### config.mk
export PLATFORM = sky130hd
export DESIGN_NAME = nicit_irq_ctrl
export DESIGN_NICKNAME = d
export VERILOG_FILES = /design/src/nicit_pkg.sv /design/src/nicit_irq_ctrl.sv
export SDC_FILE = /design/constraint.sdc
export NUM_CORES = 1
export LEC_CHECK = 0
export BUFFER_PORTS_ARGS = -buffer_cell sky130_fd_sc_hd__buf_2
export CAP_MARGIN = 30
export CORE_MARGIN = 2
export CORE_UTILIZATION = 40
export CTS_CLUSTER_SIZE = 20
export DETAILED_ROUTE_END_ITERATION = 16
export GPL_TIMING_DRIVEN = 0
export PLACE_DENSITY = 0.76
export SLEW_MARGIN = 20
export SYNTH_ARGS = -nofsm -noshare
export SYNTH_HDL_FRONTEND = slang
export SYNTH_SLANG_ARGS = --single-unit
### constraint.sdc
create_clock -name core_clk -period 2.3 [get_ports core_clk]
set_input_delay 0.46 -clock core_clk [delete_from_list [all_inputs] [get_ports core_clk]]
set_output_delay 0.46 -clock core_clk [all_outputs]
set_load 0.005 [all_outputs]
### src/nicit_pkg.sv
// Constants for the interrupt cause, mask and throttle block
package nicit_pkg;
    localparam int NUM_CAUSE = 32;
    localparam int ADDR_W = 4;
    localparam int THR_W = 16;
    localparam logic [3:0] OFF_CAUSE_READ = 4'h0;
    localparam logic [3:0] OFF_CAUSE_SET = 4'h1;
    localparam logic [3:0] OFF_MASK_SET = 4'h2;
    localparam logic [3:0] OFF_MASK_CLR = 4'h3;
    localparam logic [3:0] OFF_THROTTLE = 4'h4;
    localparam logic [3:0] OFF_STATUS = 4'h5;
    localparam logic [31:0] CAUSE_RESET = 32'h0000_0000;
    localparam logic [31:0] MASK_RESET = 32'h0000_0000;
    localparam logic [15:0] THROTTLE_RESET = 16'h0000;
    localparam int CLK_PERIOD_NS = 100;
    localparam int MSG_PULSE_CYCLES = 1;
endpackage : nicit_pkg
### src/nicit_irq_ctrl.sv
// Interrupt cause, mask and throttle logic with a plain register port
//
// The register offsets and the plain strobed port were chosen for this implementation.
`timescale 1ns/1ns
// What this block does
// [RL1] A read of the cause register returns the cause bits and clears those that were set then.
// [RL2] Each one written to the cause-set register sets the matching cause bit.
// [RL3] A hardware event in the cycle of a clearing read leaves its cause bit set.
// [RL4] Cause-set writes and coinciding hardware events both take effect.
// [RL5] An interrupt is raised only where cause and mask bits are both one.
// [RL6] Events latch into cause bits whatever the mask holds.
// [RL7] Ones written to mask-set set mask bits, ones to mask-clear clear them, zeros do nothing.
// [RL8] A read of the mask-set register returns the current mask.
// [RL9] Software blocks a cause through the mask-clear register, not by read-modify-write.
// [RL10] With a non-zero interval, pending interrupts are asserted only at spaced slots.
// [RL11] With a zero interval, a pending unmasked interrupt is asserted at once.
// [RL12] Cause bits marked as vector-linked also clear when their vector indication clears.
// [RL13] Interrupts leave as single message requests toward the host message logic.
// [RL14] The interval is a timer in clock units, restarted at each assertion, firing only if pending.
module nicit_irq_ctrl #(
    parameter int NUM_CAUSE = nicit_pkg::NUM_CAUSE,
    parameter int THR_W = nicit_pkg::THR_W,
    parameter logic [NUM_CAUSE-1:0] VEC_LINKED = '0
) (
    input wire logic core_clk,
    input wire logic rstn,
    input wire logic [nicit_pkg::ADDR_W-1:0] reg_addr,
    input wire logic [31:0] reg_wdata,
    input wire logic reg_wr,
    input wire logic reg_rd,
    output logic [31:0] reg_rdata,
    input wire logic [NUM_CAUSE-1:0] hw_event,
    input wire logic [NUM_CAUSE-1:0] vec_clear,
    output logic msi_req,
    input wire logic msi_ack,
    output logic irq_pending
);
    logic [NUM_CAUSE-1:0] cause_reg;
    logic [NUM_CAUSE-1:0] cause_next;
    logic [NUM_CAUSE-1:0] mask_reg;
    logic [NUM_CAUSE-1:0] mask_next;
    logic [THR_W-1:0] throttle_reg;
    logic [THR_W-1:0] timer_reg;
    logic [THR_W-1:0] timer_next;
    logic msi_req_reg;
    logic [31:0] rdata_reg;
    logic [31:0] rdata_next;

    function automatic logic [NUM_CAUSE-1:0] fit(input logic [31:0] d);
        fit = d[NUM_CAUSE-1:0];
    endfunction : fit

    function automatic logic hit(input logic [3:0] a, input logic [3:0] off);
        hit = (a == off);
    endfunction : hit

    wire logic wr_cause_set = reg_wr && hit(reg_addr, nicit_pkg::OFF_CAUSE_SET);
    wire logic wr_mask_set = reg_wr && hit(reg_addr, nicit_pkg::OFF_MASK_SET);
    wire logic wr_mask_clr = reg_wr && hit(reg_addr, nicit_pkg::OFF_MASK_CLR);
    wire logic wr_throttle = reg_wr && hit(reg_addr, nicit_pkg::OFF_THROTTLE);
    wire logic rd_cause = reg_rd && hit(reg_addr, nicit_pkg::OFF_CAUSE_READ);
    // Read clears bits seen; linked bits also clear with their vector
    wire logic [NUM_CAUSE-1:0] clr_bits = (rd_cause ? cause_reg : '0)
        | (vec_clear & VEC_LINKED); // see [RL1] see [RL12]
    // Sets win over clears; events latch regardless of mask
    wire logic [NUM_CAUSE-1:0] set_bits = hw_event
        | (wr_cause_set ? fit(reg_wdata) : '0); // see [RL2] see [RL3] see [RL4] see [RL6]
    assign cause_next = (cause_reg & ~clr_bits) | set_bits;
    // Clear port written through its own strobe, so no read-modify-write is needed
    assign mask_next = wr_mask_set ? (mask_reg | fit(reg_wdata)) :
        wr_mask_clr ? (mask_reg & ~fit(reg_wdata)) : mask_reg; // see [RL7] see [RL9]
    wire logic pending = |(cause_reg & mask_reg); // see [RL5]
    wire logic timer_done = (timer_reg == '0);
    // Slot opens at once with zero interval, else at timer expiry
    wire logic slot = (throttle_reg == '0) || timer_done; // see [RL10] see [RL11]
    wire logic fire = pending && slot && !msi_req_reg; // see [RL14]
    assign timer_next = fire ? throttle_reg :
        (timer_done ? timer_reg : timer_reg - 1'b1); // see [RL14]
    wire logic [31:0] cause_w = 32'(cause_reg);
    wire logic [31:0] mask_w = 32'(mask_reg);
    wire logic [31:0] thr_w = 32'(throttle_reg);
    assign rdata_next = !reg_rd ? 32'h0000_0000 :
        hit(reg_addr, nicit_pkg::OFF_CAUSE_READ) ? cause_w :
        hit(reg_addr, nicit_pkg::OFF_MASK_SET) ? mask_w : // see [RL8]
        hit(reg_addr, nicit_pkg::OFF_THROTTLE) ? thr_w :
        hit(reg_addr, nicit_pkg::OFF_STATUS) ? {30'h0000_0000, msi_req_reg, pending} :
        32'h0000_0000;

    always_ff @(posedge core_clk)
    begin
        if (!rstn)
        begin
            cause_reg <= fit(nicit_pkg::CAUSE_RESET);
            mask_reg <= fit(nicit_pkg::MASK_RESET);
            throttle_reg <= THR_W'(nicit_pkg::THROTTLE_RESET);
            timer_reg <= '0;
            msi_req_reg <= 1'b0;
            rdata_reg <= 32'h0000_0000;
        end
        else
        begin
            cause_reg <= cause_next;
            mask_reg <= mask_next;
            if (wr_throttle)
                throttle_reg <= reg_wdata[THR_W-1:0];
            timer_reg <= timer_next;
            // Request held until the message logic accepts it
            if (fire)
                msi_req_reg <= 1'b1; // see [RL13]
            else if (msi_ack)
                msi_req_reg <= 1'b0;
            rdata_reg <= rdata_next;
        end
    end

    assign reg_rdata = rdata_reg;
    assign msi_req = msi_req_reg;
    assign irq_pending = pending;
endmodule : nicit_irq_ctrl

# After elaboration in Yosys (flattened, before gate mapping)
# Cells that the tools add are included.
# classes
add_sub_neg	1
eq_ne	6
n_mux	12
bitwise_logic	8
n_reduce_logical	16
# ops
operator	n
32-bit two-way mux	6
32-bit bitwise AND	3
32-bit OR	3
32-bit NOT	2
16-bit two-way mux	3
16-bit logical NOT	2
32-bit OR reduction	1
16-bit by 1-bit subtractor with 16-bit output (second input constant)	1
4-bit by 2-bit equality test with 1-bit output (second input constant)	2
4-bit by 3-bit equality test with 1-bit output (second input constant)	2
1-bit logical AND	7
4-bit by 1-bit equality test with 1-bit output (second input constant)	1
4-bit logical NOT	1
2-bit nonzero test	2
1-bit two-way mux	2
2-bit two-way mux	1
2-bit by 1-bit inequality test with 1-bit output (second input constant)	1
2-bit AND reduction	1
1-bit logical NOT	1
1-bit logical OR	1
# word_totals
ff_bits	129
inputBits	105

# Depth between registers and ports, before layout
# Gate-level depths: netlist of the first run.
# logic_depth
depth_word	6
mapped_depth	10

# Worst setup path after synthesis of the first run
# Ideal clock, no wire load.
# synth_timing
path_type	register to register
startpoint	register timer_reg[0]
endpoint	register timer_reg[0]
setup_ns	0.139
arrival_time_ns	2.180
t_required_ns	2.161
setup_slack_ns	-0.019
stages_incl_launch_ff	11
cell_sequence	dfxtp_1 -> inv_1 -> ha_1 -> or4b_1 -> nor4_2 -> nor2_1 -> or3_1 -> buf_6 -> buf_6 -> nand4_2 -> o221ai_2
# synth_via
elab_chain_len	5
# synth_lines
element	line	rtl
from (decl)	nicit_irq_ctrl.sv:43	logic [THR_W-1:0] timer_reg;
from (signal assigned)	nicit_irq_ctrl.sv:106	timer_reg <= timer_next;
branches (longest 5 deep; another with 16-bit by 1-bit subtractor with 16-bit output)	-	
# Parallel ways; which one is timed is not known. The select of a mux whose other input is x is not followed.
# A chain may end at the register's enable or synchronous reset.

# Final worst setup path of the first run
# layout_timing
startpoint	register timer_reg[0]
endpoint	register timer_reg[4]
# Same word-level chain as after synthesis.

==> results of run 1 <==
where the power goes:
group / leakage, nW / total, mW / switching [mW] / internal (mW)
Combinational: 1.19 / 1.80 / 0.936 / 0.867
Sequential: 1.06 / 2.68 / 0.237 / 2.45
Clock: 0.296 / 2.83 / 0.967 / 1.86
Total: 2.54 / 7.32 / 2.14 / 5.18
path summary, 6_finish.rpt:
check,startpoint,endpoint,cells past startpoint
hold / removal,hw_event[28],cause_reg[28],3
hold reg to reg,throttle_reg[9],throttle_reg[9],2
setup reg to reg,timer_reg[0],timer_reg[4],8
setup / recovery,timer_reg[0],timer_reg[4],8
cells in the final DEF, fill, tap and decap left out, types with 3 or more instances in the layout:
| master | count |
|---|---|
| a211oi_2 | 9 |
| a21oi_1 | 53 |
| a221oi_1 | 34 |
| a222oi_1 | 15 |
| a22oi_1 | 30 |
| a311oi_1 | 32 |
| buf_1 | 4 |
| buf_2 | 106 |
| buf_4 | 11 |
| buf_6 | 3 |
| bufinv_16 | 4 |
| clkbuf_1 | 40 |
| clkbuf_16 | 17 |
| clkinv_2 | 3 |
| clkinvlp_4 | 3 |
| dfxtp_1 | 126 |
| inv_1 | 5 |
| nand2_1 | 47 |
| nand4_1 | 4 |
| nor2_1 | 72 |
| nor2_2 | 7 |
| nor3_2 | 5 |
| nor4_1 | 4 |
| nor4_4 | 3 |
| o21ai_0 | 4 |
| or3_4 | 3 |
| xnor2_1 | 6 |
| xor2_1 | 3 |
layout make-up:
type | instances | area, um2 | share of cell area, %
buffer | 44 | 195 | 2.88
inverter | 7 | 28.8 | 0.424
timing repair buffer | 121 | 661 | 9.73
tap | 172 | 215 | 3.17
sequential | 129 | 2590 | 38.1
clock buffer | 22 | 464 | 6.84
clock inverter | 10 | 158 | 2.32
multi-input combinational | 368 | 2480 | 36.5
layer usage:
metal / vias up / wire, um
met5: - / 11
met4: 2 / 546
met3: 55 / 1500
met2: 286 / 8410
met1: 2549 / 6700
li1: 2377 / -
cells in the mapped netlist (5+ instances only):
master	number
nor4_1	6
nand2_1	47
a211oi_2	9
nor2_1	74
xnor2_1	6
a311oi_1	32
nor3_1	5
nor2_2	5
clkbuf_1	38
a222oi_1	15
a21oi_1	53
inv_1	7
a22oi_1	32
a221oi_1	34
dfxtp_1	129
repair_timing:
item,CTS,global route
resized for setup,20,14
pin swaps,8,5
gates cloned,0,1
setup buffers,10,4
setup endpoints to repair,22,18
logic make-up after synthesis:
kind of cell	count (synthesis)
XOR/XNOR	9
AO/OA/AOI/OAI	186
multiplexers	2
flip-flops	129
AND/OR/NAND/NOR	170
adder cells (fa/ha/maj)	1
buffers and inverters	52
worst max-delay path, cell delays in order (launching register included):
cell	delay [ns]
dfxtp_4	0.36
inv_4	0.06
ha_4	0.12
or4b_4	0.50
or3_4	0.37
nor4_4	0.31
o21ai_4	0.15
and2_1	0.19
a32o_1	0.19
through the flow:
stage                     instances  power, mW  TNS [ns]  util (%)  hold slack (ns)
after detailed placement        826       4.06    -11.49      46.9            0.487
after global routing            873       7.59    -0.574      54.0            0.265
after global placement          825       3.97    -21.10      46.8            0.478
after CTS                       868       7.14    -0.131      53.2            0.254
after floorplan                 549       3.68         0         -            0.449
final                           873       7.32   -0.0837      54.0            0.253
==> impl_results.md, run 1 <==
- CTS Buffer Depth: 2
- Clock latency on the worst-skew pair: around 0.42 ns
- Filler instances: around 1.1k
- Final Cell Area: around 6800 um2
- Hold crit path type: in -> reg
- Final setup violation count: 3
- Htree depth: 4
- DRC violations left: 0
- Antenna Cells: 0
- Flops & latches, synth: approximately 130
- CORE AREA: 12600 um2
- Status: finished with violations
- Num rows: 41
- Mapped Cells: 549
- Ranking of synthesized cells by area: dfxtp_1 (50%), a221oi_1 (5.8%), a311oi_1 (5.4%)
- Post-synth top area cell: dfxtp_1
- Dpl ws: -0.404 ns
- Vias in the first global route: 5241
- Total CTS buffers: 17
- Fin crit period: 2.35 ns
- GRT busiest layer: met2
- Total GRT Usage: between 20% and 30%
- Synth Cell Area: 5150 um2
- IO buf count: 104
- Largest family of logic cells by synthesized area: compound AO/OA/AOI/OAI gates
- DP Area: 5890 um2
- EDFF count, synth: 0
- Critical Path End Type: register
- Final period util: 102%
- TritonCTS clock tree: done
- Leakage power: 2.54 nW
- Initial Util: 41.0%
- CP Launch Type: register
- Slew Limit Fails: 0
- Full die area: roughly 14000 um2
- Layout Nets: 794
- Area Growth Syn to Fin: 31.8%
- Largest net degree at the start of global routing: 17
- Die Wd: 117 um
- Drt via density: 6.04
- Synth warnings: 0
- Routed len/inst: between 15 and 20 um
- RSZ-0062 raised after global routing: yes
- Post-Synth Simple-Gate Area: around 16%
- HPWL Detailed: 12100 um
- Xor/xnor share of the synthesized area: approximately 1.5%
- GRT overflow: 0
- Crit path DAT: 2.66 ns
- Final WS setup: -0.0548 ns
- Hold_buf cts: 0
- Critical path data required time: 2.60 ns
- Tightest Pin Transition: roughly 0.74 ns
- Fmax: between 400 and 500 MHz
- Crit-path max FO: 4
- First-pass GRT wire length: around 27000 um
- Antenna violations before repair: 1
- Max-cap violations: 0
- VDD IR-drop max: 0.415 mV
- Reg2Reg Setup Slack: -0.05 ns
- Pre-antenna DRT Iters: 5
- Routing usage on met1: around 30%
- Synth top area share: 50.2%
- Clk_skew: 0.0108 ns
- Layout cells sized above 1: 28.5%
- Register area share after synthesis: around 50%
- PD cells: 1080 nW/um2
- Total clock sinks: 129
- Synthesized-area fraction occupied by adder cells: 0.243%
- Setup Crit Path Kind: reg -> reg
- Routed WL: 17200 um
- Post-synthesis mux area share: 0.389%
- Grt met2 use: between 40% and 50%
- CTS root buf: clkbuf_16
- RD Place Congestion: 0.913
- Slew headroom: 49.9%
- Via count: 5269
- Hold Vio Cnt, Final: 0
- DR iter-0 viols: approximately 460
- Synth unique cells: 48
- Failing checks: setup timing
- Post-synthesis net count: between 600 and 700
- IO Pins: 139
- Compound-Gate Fraction of Synth Area: ~28%
- Met3 Resource Use GR: between 6 and 7%
- Syn_area_per_cell: approximately 9.4 um2
- DRT antenna net count: 0
- Clock slew at reported path FFs: 0.06 ns
- Post-synthesis async set-or-reset flop share: 0%
- Synth Flop Type: dfxtp_1
- Chip Height: between 100 and 150 um
(Power assumes the default switching activity.)
==> run 2, diff against run 1 <==
CORE_UTILIZATION = 30   (was 40)
PLACE_DENSITY = 0.62   (was 0.76)
==> impl_results.md, run 2 (synthesis results as in run 1) <==
- Slew Limit Fails: 0
- CP Launch Type: register
- Dpl ws: -0.396 ns
- Htree depth: 4
- Critical path data required time: between 2 and 3 ns
- TritonCTS clock tree: done
- Routed len/inst: 19.1 um
- Leakage power: 2.57 nW
- Area Growth Syn to Fin: 34.5%
- Reg2Reg Setup Slack: -0.01 ns
- Vias in the first global route: 4909
- Total clock sinks: 129
- Register area: 2590 um2
- Final period util: 101%
- RSZ-0062 raised after global routing: yes
- CORE AREA: 16700 um2
- CTS root buf: clkbuf_16
- HPWL Detailed: 12500 um
- Area of the multi-input gates: 2490 um2
- Hold WS: 0.246 ns
- CP Capture Point: timer_reg[0]
- Largest stage delay on the critical path: roughly 0.50 ns
- Hold Vio Cnt, Final: 0
- Final WS setup: -0.0130 ns
- Clock latency on the worst-skew pair: 0.42 ns
- First-pass GRT wire length: approximately 27000 um
- Clk_skew: 0.0133 ns
- Max-cap violations: 0
- Full die area: roughly 18000 um2
- Pre-antenna DRT Iters: 5
- Layout cells sized above 1: 29.8%
- Status: finished with violations
- Filler instances: between 1.5k and 2k
- CP max-delay cell: or4b_4
- CTS Buffer Depth: 2
- Hold_buf cts: 0
- Total CTS buffers: 17
- Routed WL: 17700 um
- Commonest non-fill, non-tap cells in the layout: dfxtp_1 (126), buf_2 (105), nor2_1 (69), a21oi_1 (53), nand2_1 (47)
- Failing checks: setup timing
- Num rows: 47
- Clock slew at reported path FFs: roughly 0.060 ns
- Fin crit period: approximately 2.3 ns
- Total GRT Usage: 19.4%
- IO Pins: 139
- Setup Crit Path Kind: reg -> reg
- Tightest Pin Transition: 0.910 ns
- Chip Height: 135 um
- Layout Nets: between 700 and 800
- DRC violations left: 0
- Final Cell Area: 6920 um2
- DRT antenna net count: 0
- Hold crit path type: in -> reg
- Drt via density: between 5 and 6
- Antenna violations before repair: 0
- Final core utilization: 41.5%
- Antenna Cells: 0
- DR iter-0 viols: 465
- VDD IR-drop max: 0.609 mV
- Crit-path max FO: 6
- Critical Path End Type: register
- Final setup violation count: 2
- R2R cell count: 10
- Largest net degree at the start of global routing: 17
- Via count: 5101
- Die Wd: 135 um
- Fmax: 432 MHz
- Slew headroom: 38.5%
- R2R Path Start: timer_reg[0]
- PD cells: 1050 nW/um2
- Crit path DAT: 2.59 ns
- IO buf count: ~100
- DP Area: 5960 um2
- RD Place Congestion: a little under 0.9
- CP startpoint: timer_reg[0]
- Cell Chain, Critical Path: inv_2, ha_4, or4b_4, nor4_4, nor2_2, or3_4, buf_8, buf_12, nand4_2, o221ai_2
- R2R Path End: timer_reg[0]
- GRT overflow: 0
- Initial Util: about 31%
- Commonest non-fill, non-tap cell in the layout: dfxtp_1
==> run 2: cell types whose count changed in the layout (fill, tap and decap cells not counted), moves of 3 or more <==
cell / previous run / this run
a22oi_1: 30 / 27
buf_6: 3 / 0
nor2_4: 0 / 5
a22oi_2: 2 / 5
buf_4: 11 / 16
clkbuf_1: 40 / 37
clkinv_4: 0 / 3
nor2_1: 72 / 69
inv_6: 0 / 3
==> run 2: timing repair <==
item,CTS,global route
buffers inserted,11,6
gates cloned,0,2
endpoints found under the setup margin,18,18
pin swaps,9,7
resized for setup,15,25
==> run 2: layout make-up <==
class | instances | share of cell area (%)
Inverter | 7 | 0.380
Clock buffer | 19 | 6.54
Multi-Input combinational cell | 368 | 36.0
Timing Repair Buffer | 125 | 10.5
Tap cell | 220 | 3.98
Buffer | 44 | 3.02
Clock inverter | 13 | 2.19
Sequential cell | 129 | 37.4
==> run 2: how the worst min path moves through the flow <==
stage	from	cells after the start	to
5_1_grt	hw_event[29]	3	cause_reg[29]
3_5_place_dp	throttle_reg[3]	2	timer_reg[3]
6_report	hw_event[31]	3	cause_reg[31]
2_1_floorplan	register	2	reg_rdata[1]
3_3_place_gp	register	2	reg_rdata[1]
4_1_cts	hw_event[31]	3	cause_reg[31]
==> run 2: per-stage QoR <==
stage	power [mW]	TNS, ns	std cells
detailed placement	4.04	-8.52	874
global placement	4.02	-26.75	873
floorplan	3.68	0	549
finish	7.29	-0.0183	925
CTS	7.03	-0.0259	917
global route	7.59	-0.295	925
==> run 2: routing by layer <==
layer,GRT usage [%],share of wire [%]
met1,24.8,43
met2,32.0,48
met3,4.02,6.2
met4,7.87,2.4
met5,0,0
==> run 2: report_power, final <==
group | switching, mW | internal [mW]
Clock | 1.07 | 1.67
Sequential | 0.235 | 2.44
Combinational | 0.938 | 0.937
==> run 2: worst max-delay path, delay by kind of cell (launching register included) <==
kind | cells | cell delay (ns)
AO/OA/AOI/OAI | 1 | 0.09
adder cells (fa/ha/maj) | 1 | 0.13
buffers and inverters | 3 | 0.38
AND/OR/NAND/NOR | 5 | 1.24
flip-flops | 1 | 0.33
